File: config.mk
export PLATFORM = sky130hd
export DESIGN_NAME = windowed_watchdog_timer
export DESIGN_NICKNAME = d
export VERILOG_FILES = /design/src/rtl/tick_sync.v /design/src/rtl/windowed_watchdog_timer.v
export VERILOG_INCLUDE_DIRS = /design/src /design/src/rtl
export SDC_FILE = /design/constraint.sdc
export NUM_CORES = 1
export LEC_CHECK = 0
export BUFFER_PORTS_ARGS = -buffer_cell sky130_fd_sc_hd__buf_2
export CAP_MARGIN = 20
export CELL_PAD_IN_SITES_DETAIL_PLACEMENT = 0
export CELL_PAD_IN_SITES_GLOBAL_PLACEMENT = 1
export CORE_MARGIN = 8
export CORE_UTILIZATION = 35
export DETAILED_ROUTE_END_ITERATION = 8
export HOLD_SLACK_MARGIN = 0.03
export PLACE_DENSITY_LB_ADDON = 0.05
export RECOVER_POWER = 100
export SKIP_CTS_REPAIR_TIMING = 1
export SLEW_MARGIN = 20
export SYNTH_ARGS = -nofsm -noshare
export SYNTH_HDL_FRONTEND = slang
export SYNTH_HIERARCHICAL = 1
export SYNTH_SLANG_ARGS = --single-unit
File: constraint.sdc
create_clock -name mclk -period 2.6 [get_ports mclk]
set_input_delay 0.78 -clock mclk [delete_from_list [all_inputs] [get_ports mclk]]
set_output_delay 0.78 -clock mclk [all_outputs]
set_load 0.01 [all_outputs]
File: src/rtl/wdt_regs.vh
`ifndef WDT_REGS_VH
`define WDT_REGS_VH

// counter and compare widths
`define WDT_CNT_W        24
// divide-by-four prescaler terminal count
`define WDT_PRESCALE_MAX 2'h3
// lowest value ever loaded into the counter
`define WDT_MIN_LOAD     24'h0000ff
// feed sequence bytes
`define WDT_FEED_FIRST   8'haa
`define WDT_FEED_SECOND  8'h55
// reset values
`define WDT_RELOAD_RST   24'h0000ff
`define WDT_COUNT_RST    24'h0000ff
`define WDT_WARN_RST     24'h000000
`define WDT_WINDOW_RST   24'hffffff

`endif

File: src/rtl/tick_sync.v
`timescale 1ns/1ps
`default_nettype none

// =====================================================================
// two-flop synchroniser with rising-edge pulse
module tick_sync (
  input  wire mclk,
  input  wire rst,
  input  wire async_in,
  output reg  rise_pulse
);

  reg meta_reg;
  reg sync_reg;
  reg last_reg;

  always @(posedge mclk) begin
    if (rst) begin
      meta_reg   <= 1'b0;
      sync_reg   <= 1'b0;
      last_reg   <= 1'b0;
      rise_pulse <= 1'b0;
    end else begin
      meta_reg   <= async_in;
      sync_reg   <= meta_reg;
      last_reg   <= sync_reg;
      rise_pulse <= sync_reg & ~last_reg;
    end
  end

endmodule // tick_sync

`default_nettype wire

File: src/rtl/windowed_watchdog_timer.v
// Operation
// - 24-bit counter, one decrement per four ticks
// - reload below 0xFF loads 0xFF instead
// - feed 0xAA then 0x55 reloads, starts counting
// - run enable cannot be cleared once set
// - enabling locks count clock source selection
// - only reset disables a running timer
// - decrement with counter already at zero, unfed, raises event
// - feed above window value raises event
// - reset enable requests chip reset per event
// - timeout flag survives watchdog reset until cleared
// - warning raised when counter equals warning value
// - bad feed sequence while enabled raises reset
// - reload writes optionally refused until warning reached
// - running timer keeps watchdog oscillator powered
// - reload writes reach the reload register in one cycle
// - mode writes take effect after valid feed
// - reset enable bit is set only
// - counter captured then presented for readback
`timescale 1ns/1ps
`default_nettype none
`include "wdt_regs.vh"

module windowed_watchdog_timer (
  input  wire        mclk,
  input  wire        rst,
  input  wire        por_rst,
  input  wire        count_clock,
  input  wire        mode_wr,
  input  wire        mode_run_enable_in,
  input  wire        mode_reset_en_in,
  input  wire        mode_protect_in,
  input  wire        reload_wr,
  input  wire [23:0] reload_data,
  input  wire        feed_wr,
  input  wire [7:0]  feed_data,
  input  wire        window_wr,
  input  wire [23:0] window_data,
  input  wire        warning_wr,
  input  wire [23:0] warning_data,
  input  wire        readback_rd,
  input  wire        timeout_flag_clear,
  input  wire        warning_clear,
  input  wire        osc_power_down_req,
  output reg         run_enable_bit,
  output reg         reset_on_timeout_enable,
  output reg         reload_protect,
  output wire        clock_source_lock,
  output wire        osc_power_down,
  output reg         timeout_flag,
  output reg         warning_flag,
  output reg         watchdog_event,
  output reg         chip_reset_req,
  output reg  [23:0] reload_constant,
  output reg  [23:0] window_compare,
  output reg  [23:0] warning_compare,
  output reg  [23:0] counter_readback
);

  // ===================================================================
  // helpers
  function [23:0] clamp_load;
    input [23:0] v;
    begin
      clamp_load = (v < `WDT_MIN_LOAD) ? `WDT_MIN_LOAD : v;
    end
  endfunction

  // zero compare value means warning disabled
  function warn_match;
    input [23:0] cnt;
    input [23:0] cmp;
    begin
      warn_match = (cmp != 24'h000000) && (cnt == cmp);
    end
  endfunction

  // ===================================================================
  // state
  localparam [0:0] FS_IDLE      = 1'b0;
  localparam [0:0] FS_GOT_FIRST = 1'b1;

  wire        tick;
  reg  [1:0]  presc_reg;
  reg  [23:0] count_reg;
  reg  [23:0] capture_reg;
  reg         counting_reg;
  reg         fs_reg;
  reg         warn_reached_reg;
  reg         pend_run_reg;
  reg         pend_rst_reg;
  reg         pend_prot_reg;

  tick_sync u_tick_sync (
    .mclk       (mclk),
    .rst        (rst),
    .async_in   (count_clock),
    .rise_pulse (tick)
  );

  wire other_access = mode_wr | reload_wr | window_wr | warning_wr | readback_rd;
  wire feed_first   = feed_wr && (feed_data == `WDT_FEED_FIRST);
  wire feed_done    = (fs_reg == FS_GOT_FIRST) && feed_wr &&
                      (feed_data == `WDT_FEED_SECOND) && !other_access;
  wire feed_bad     = (fs_reg == FS_GOT_FIRST) &&
                      ((feed_wr && (feed_data != `WDT_FEED_SECOND)) || other_access);
  wire dec_now      = counting_reg && tick && (presc_reg == `WDT_PRESCALE_MAX);
  wire early_feed   = feed_done && counting_reg && (count_reg > window_compare);
  // a feed landing on the final decrement rescues the count
  wire expire       = dec_now && (count_reg == 24'h000000) && !feed_done;
  wire bad_event    = feed_bad && run_enable_bit;
  wire event_now    = expire | early_feed | bad_event;
  wire good_feed    = feed_done && !early_feed;
  wire reload_ok    = !reload_protect || warn_reached_reg;
  wire warn_hit     = counting_reg && warn_match(count_reg, warning_compare);

  assign clock_source_lock = run_enable_bit;
  assign osc_power_down    = osc_power_down_req & ~counting_reg;

  // ===================================================================
  // feed sequencer
  always @(posedge mclk) begin
    if (rst) begin
      fs_reg <= FS_IDLE;
    end else begin
      case (fs_reg)
        FS_IDLE: begin
          if (feed_first && !other_access) begin
            fs_reg <= FS_GOT_FIRST;
          end
        end
        FS_GOT_FIRST: begin
          fs_reg <= (feed_bad && feed_first && !other_access) ? FS_GOT_FIRST : FS_IDLE;
        end
        default: begin
          fs_reg <= FS_IDLE;
        end
      endcase
    end
  end

  // ===================================================================
  // mode control, held until a valid feed
  always @(posedge mclk) begin
    if (rst) begin
      pend_run_reg            <= 1'b0;
      pend_rst_reg            <= 1'b0;
      pend_prot_reg           <= 1'b0;
      run_enable_bit          <= 1'b0;
      reset_on_timeout_enable <= 1'b0;
      reload_protect          <= 1'b0;
    end else begin
      if (mode_wr) begin
        pend_run_reg  <= pend_run_reg | mode_run_enable_in;
        pend_rst_reg  <= pend_rst_reg | mode_reset_en_in;
        pend_prot_reg <= mode_protect_in;
      end
      if (good_feed) begin
        run_enable_bit          <= run_enable_bit | pend_run_reg;
        reset_on_timeout_enable <= reset_on_timeout_enable | pend_rst_reg;
        reload_protect          <= pend_prot_reg;
      end
    end
  end

  // ===================================================================
  // compare and reload registers
  always @(posedge mclk) begin
    if (rst) begin
      reload_constant <= `WDT_RELOAD_RST;
      window_compare  <= `WDT_WINDOW_RST;
      warning_compare <= `WDT_WARN_RST;
    end else begin
      if (reload_wr && reload_ok) begin
        reload_constant <= reload_data;
      end
      if (window_wr) begin
        window_compare <= window_data;
      end
      if (warning_wr) begin
        warning_compare <= warning_data;
      end
    end
  end

  // ===================================================================
  // prescaler and down counter
  always @(posedge mclk) begin
    if (rst) begin
      presc_reg        <= 2'h0;
      count_reg        <= `WDT_COUNT_RST;
      counting_reg     <= 1'b0;
      warn_reached_reg <= 1'b0;
    end else begin
      if (good_feed) begin
        count_reg        <= clamp_load(reload_constant);
        presc_reg        <= 2'h0;
        warn_reached_reg <= 1'b0;
        if (run_enable_bit | pend_run_reg) begin
          counting_reg <= 1'b1;
        end
      end else if (expire) begin
        count_reg <= clamp_load(reload_constant);
        presc_reg <= 2'h0;
      end else begin
        if (counting_reg && tick) begin
          presc_reg <= presc_reg + 2'h1;
        end
        if (dec_now) begin
          count_reg <= count_reg - 24'h000001;
        end
        if (warn_hit) begin
          warn_reached_reg <= 1'b1;
        end
      end
    end
  end

  // ===================================================================
  // events, flags and readback
  always @(posedge mclk) begin
    if (rst) begin
      watchdog_event   <= 1'b0;
      chip_reset_req   <= 1'b0;
      warning_flag     <= 1'b0;
      capture_reg      <= `WDT_COUNT_RST;
      counter_readback <= `WDT_COUNT_RST;
    end else begin
      watchdog_event   <= event_now;
      chip_reset_req   <= (event_now && reset_on_timeout_enable) || bad_event;
      capture_reg      <= count_reg;
      counter_readback <= capture_reg;
      if (warn_hit && !warn_reached_reg) begin
        warning_flag <= 1'b1;
      end else if (warning_clear) begin
        warning_flag <= 1'b0;
      end
    end
  end

  // flag only cleared by power-on reset or software
  always @(posedge mclk) begin
    if (por_rst) begin
      timeout_flag <= 1'b0;
    end else if (event_now) begin
      timeout_flag <= 1'b1;
    end else if (timeout_flag_clear) begin
      timeout_flag <= 1'b0;
    end
  end

endmodule // windowed_watchdog_timer

`default_nettype wire

### Word level (Yosys, flattened, before mapping)

Index checks and enable logic that the tools add are counted.

| storage, ports and cells | value |
|---|---|
| bits of input ports | 96 |
| bits in read-only memories | 0 |
| memory bits (writable) | 0 |
| output and inout port bits | 105 |
| register bits after elaboration | 163 |
| memories kept | 0 |
| word-level logic and storage cells | 99 |
| latch bits | 0 |

| operators by class | value |
|---|---|
| $mul | 0 |
| eq/ne operators | 5 |
| shift-type cells | 0 |
| add/subtract/negate cells | 2 |
| div/mod/pow operators | 0 |
| bitwise logic cells | 16 |
| reductions and logical operators | 39 |
| muxes and demuxes | 11 |
| order comparisons | 2 |

Operator list:

| cell | number |
|---|---|
| $mux 24 | 4 |
| $eq 24x24->1 | 1 |
| $gt 24x24->1 | 1 |
| $logic_not 24->1 | 1 |
| $lt 24x8->1 const B | 1 |
| $reduce_bool 24->1 | 1 |
| $sub 24x1->24 const B | 1 |
| $logic_and 1x1->1 | 22 |
| $or 1x1->1 | 10 |
| $eq 8x7->1 const B | 1 |
| $eq 8x8->1 const B | 1 |
| $ne 8x7->1 const B | 1 |
| $mux 1 | 6 |
| $logic_not 1->1 | 5 |
| $not 1->1 | 4 |
| $reduce_and 2->1 | 2 |
| $reduce_bool 2->1 | 2 |
| $logic_or 1x1->1 | 3 |
| $reduce_bool 3->1 | 1 |
| $reduce_or 3->1 | 1 |
| $add 2x1->2 const B | 1 |
| $and 1x1->1 | 2 |
| $eq 2x2->1 const B | 1 |
| $pmux 1 s2 | 1 |
| $reduce_or 2->1 | 1 |

### Longest topological paths before layout

| depth | value |
|---|---|
| depth after elaboration | 12 |
| gate-level depth with buffers | 11 |
| depth with buffers taken out | 9 |

### Modules after synthesis

The synthesis kept the hierarchy.

Modules (own cells, without submodules):

| module | seq. area each (sq um) | area an instance (sq um) | instances | cells an instance |
|---|---|---|---|---|
| windowed_watchdog_timer | 3183.1 | 6861.6 | 1 | 764 |
| tick_sync | 80.1 | 111.4 | 1 | 8 |

### Worst setup path after synthesis

OpenSTA, ideal clock, no wires.

| path | value |
|---|---|
| path kind | in2reg |
| start point | input feed_data[5] |
| end point | register count_reg[0] |
| data arrival time | 2473 ps |
| buffers on the path | 0 |
| stages | 7 |
| setup slack | 3 ps |
| path through | nor4bb_1 nand3_1 a211oi_1 a32oi_2 nand2_2 a211oi_1 a2111o_1 |

| on the way | value |
|---|---|
| cells in the longest elaborated chain, start to end | 8 |
| elaborated cells on any way between the ends | 12 |

Ends and longest elaborated chain:

| item | RTL line | RTL |
|---|---|---|
| from (decl) | windowed_watchdog_timer.v:36 | `input wire [7:0] feed_data,` |
| $eq 8x7->1 (no line) * | n/a |  |
| $logic_and 1x1->1 * (2 in series) | windowed_watchdog_timer.v:103 | `wire feed_done = (fs_reg == FS_GOT_FIRST) && feed_wr &&` |
| $logic_and 1x1->1 (2 in series) | windowed_watchdog_timer.v:108 | `wire early_feed = feed_done && counting_reg && (count_reg > window_compare);` |
| $logic_not 1->1 | windowed_watchdog_timer.v:113 | `wire good_feed = feed_done && !early_feed;` |
| $logic_and 1x1->1 | windowed_watchdog_timer.v:113 |  |
| $reduce_bool 3->1 (no line) / $mux 24 (equally long branches) | n/a |  |
| to (signal assigned) | windowed_watchdog_timer.v:191 | `` count_reg <= `WDT_COUNT_RST; `` |
| to (signal assigned) | windowed_watchdog_timer.v:196 | `count_reg <= clamp_load(reload_constant);` |
| to (signal assigned) | windowed_watchdog_timer.v:203 | `count_reg <= clamp_load(reload_constant);` |
| to (decl) | windowed_watchdog_timer.v:85 | `reg [23:0] count_reg;` |

Mark *: on every way between the ends. The rest lies on a longest branch, timed or not.
A chain may end at the register's enable or synchronous reset.

### Worst setup path after layout

| path | value |
|---|---|
| start point | register window_compare[1] |
| end point | register count_reg[6] |

| on the way | value |
|---|---|
| cells in the longest elaborated chain, start to end | 5 |
| elaborated cells on any way between the ends | 6 |

Ends and longest elaborated chain:

| item | RTL line | RTL |
|---|---|---|
| from (decl) | windowed_watchdog_timer.v:55 | `output reg [23:0] window_compare,` |
| from (signal assigned) | windowed_watchdog_timer.v:171 | `` window_compare <= `WDT_WINDOW_RST; `` |
| from (signal assigned) | windowed_watchdog_timer.v:178 | `window_compare <= window_data;` |
| $gt 24x24->1 * | windowed_watchdog_timer.v:108 |  |
| $logic_and 1x1->1 * | windowed_watchdog_timer.v:108 |  |
| $logic_not 1->1 * | windowed_watchdog_timer.v:113 |  |
| $logic_and 1x1->1 * | windowed_watchdog_timer.v:113 |  |
| $reduce_bool 3->1 (no line) / $mux 24 (equally long branches) | n/a |  |

Marks and branches as above.

==> impl_metrics.yaml <==
setup_path:
  crit_type: "reg2reg"
  reg2reg_depth: 11
  crit_fanout: 5
  cp.depth: 11
  critPathLaunchType: "register"
  r2r_slack_ns: 0.07
  path_buf_inv: 3
  path_cells: "inv_1 -> ha_1 -> nand4b_1 -> a31oi_1 -> o311ai_4 -> a31oi_4 -> nor3_2 -> buf_4 -> nor2_2 -> buf_6 -> a22oi_2"
  cp.arrival_ns: 2.85
  slowest_delay_ns: 0.39
  crit_required_ns: 2.92
  worst_path_max_delay_cell: "o311ai_4"
  cp-end-kind: "register"
  cp_top_family: "compound AO/OA/AOI/OAI gates"
routing:
  ant_nets: 0
  via_per_inst: 4.92
  post_drt_wl_per_cell_um: 18.7
  route.detailed.drc: 0
  via_count: 6563
  drt_iter0_markers: 330
  wirelength_um: 24900
  firstDrtPassIters: 5
timing:
  rsz0062_at_grt: "true"
  worstMarginPinSlew_ns: 0.948
  hold_viol_final: 0
  slew_violations: 0
  setup_violations: 0
  fin_hold_ws_ns: 0.407
  relSlewSlack_pct: 36.8
  finalClockSkew_ns: 0.0106
  fmax_ghz: 0.395
  finalCriticalPeriod_ns: 2.53
  min_period_over_period_pct: 97.3
clock_tree:
  clkLatencyLatePin_ns: 0.43
  cts_tree: "built"
  cts_buffer_depth: 2
  htree_levels: 4
  numCtsBuffers: 17
  clockRootBuffer: "clkbuf_16"
  clk_pin_slew_ns: 0.07
  cts_num_sinks: 163
power:
  ir_drop_mv: 0.381
  p_leak_nw: 4.24
  power_density_nw_per_um2: 588
placement:
  io_buffers: 200
  place_congestion: 0.908
  placed_cells: 1296
  detailed_place_hpwl_um: 19700
logic_synthesis:
  synth-edff-count: 0
  synthFlopType: "dfxtp_1"
  synthesis.instances: 772
  synth-async-reset-ratio_pct: 0
  synth_fp_nets: 894
  syn_area_per_cell_um2: 9.03
  ys_warn_count: 6
  syn_area_um2: 6970
  ys_seq_area_share_pct: 46.8
  synth-seq-cells: 163
  yosysUniqueCellTypes: 67
floorplanning:
  die_y_um: 157
  coreArea_um2: 19500
  rows: 51
  die_x_um: 157
  initial_core_util_pct: 35.7
  ios: 201
  dieArea_um2: 24700
global_routing:
  grt_pass1_vias: 6673
  grt_usage_pct: 19.7
  antenna_found_initial: 0
  grt_pass1_wl_um: 37600
  grt_max_degree: 55
  grt.overflow.total: 0
cells_and_area:
  final_cells: 1333
  area_growth_pct: 39.9
  drive_gt1_share_pct: 29.9
  diodes: 0
  nNetsFinal: 1177
hold_path:
  min_path_cells: 1
  hold_class: "reg2reg"
run:
  cap_violations: 0
outcome:
  outcome: "complete, no violations"
[synthesized netlist by cell type (5+ instances only)]
cell      instances  share of area [%]
buf_1             5               0.27
nand2b_1          5               0.45
dfxtp_1         163                 47
nor2b_1          33                3.0
nor3_1           18                1.3
o21ai_1           7               0.50
nand3_1          19                1.4
or2_2            15                1.3
nand2_1         100                5.4
o211ai_1         25                2.7
nand4_1           9               0.81
o21ai_0          12               0.86
ha_1             26                4.7
nor2_1           58                3.1
buf_2             8               0.57
inv_1            32                1.7
a22o_1            6               0.75
xor2_1           29                3.6
clkbuf_1         28                1.5
nor4_1           20                1.8
a21oi_1          44                3.2
mux2i_1          28                4.0
[through the flow]
step	worst slack [ns]	total power, mW	cell area [um2]	TNS, ns	utilization (%)
final	0.0708	5.73	9760	0	50.0
after detailed placement	-0.500	3.21	8900	-8.39	45.6
after CTS	-0.342	5.77	9510	-5.83	48.7
after global routing	-0.0216	5.97	9760	-0.0566	50.0
after floorplan	0.00261	2.94	6970	0	-
after global placement	-0.535	3.20	8900	-9.62	45.6
[power breakdown]
group          switching (mW)  leakage (nW)  internal (mW)
combinational           0.283          2.62          0.231
clock                    1.18         0.294           1.39
sequential             0.0775          1.33           2.57
total                    1.54          4.24           4.19
[placed cells by master (no fill, tap or decap), types with 5 or more instances in the layout]
master     instances
nand2_1           98
a21oi_1           40
inv_8              6
or2_2             15
dfxtp_2           12
nand2b_1           5
clkbuf_1         102
inv_1             26
nand4_1            9
clkbuf_16         17
nor3_1            17
mux2i_1           28
o211ai_1          25
buf_2             99
buf_6              6
dfxtp_1          151
nand3_1           19
nor2_1            55
nor4_1            19
ha_1              15
nor2b_1           33
a22o_1             6
ha_4              11
inv_2              6
buf_4             99
o21ai_0            9
o21ai_1            9
xor2_1            29
[cells by family after synthesis]
family	after synthesis	share of synthesized area, %
multiplexers	28	4.02
buffers and inverters	76	4.50
XOR/XNOR	32	4.02
AND/OR/NAND/NOR	305	22.1
AO/OA/AOI/OAI	142	13.9
adder cells (fa/ha/maj)	26	4.67
flip-flops	163	46.8
[metal layers]
| metal | vias to the layer above | GRT usage (%) | wire [um] |
|---|---|---|---|
| met2 | 207 | 31.2 | 11400 |
| met3 | 20 | 4.14 | 1600 |
| met1 | 3088 | 26.8 | 11500 |
| met4 | 0 | 5.26 | 298 |
| met5 | - | 0 | 0 |
| li1 | 3248 | - | - |
[final cells by class]
type / instances / area (um2)
fill: 1997 / 9770
multi-input combinational: 533 / 3700
sequential: 163 / 3280
timing repair buffer: 308 / 1720
clock buffer: 17 / 425
tap: 265 / 332
clock inverter: 15 / 188
inverter: 32 / 120
[worst paths after layout]
check	endpoint	startpoint
worst min-delay path	u_tick_sync/rise_pulse$_SDFF_PP0_	u_tick_sync/last_reg$_SDFF_PP0_
worst max register to register	count_reg[6]$_SDFFE_PP1P_	window_compare[1]$_SDFFE_PP1P_
worst max-delay path	count_reg[6]$_SDFFE_PP1P_	window_compare[1]$_SDFFE_PP1P_
worst min register to register	u_tick_sync/rise_pulse$_SDFF_PP0_	u_tick_sync/last_reg$_SDFF_PP0_
(Power assumes the default switching activity.)
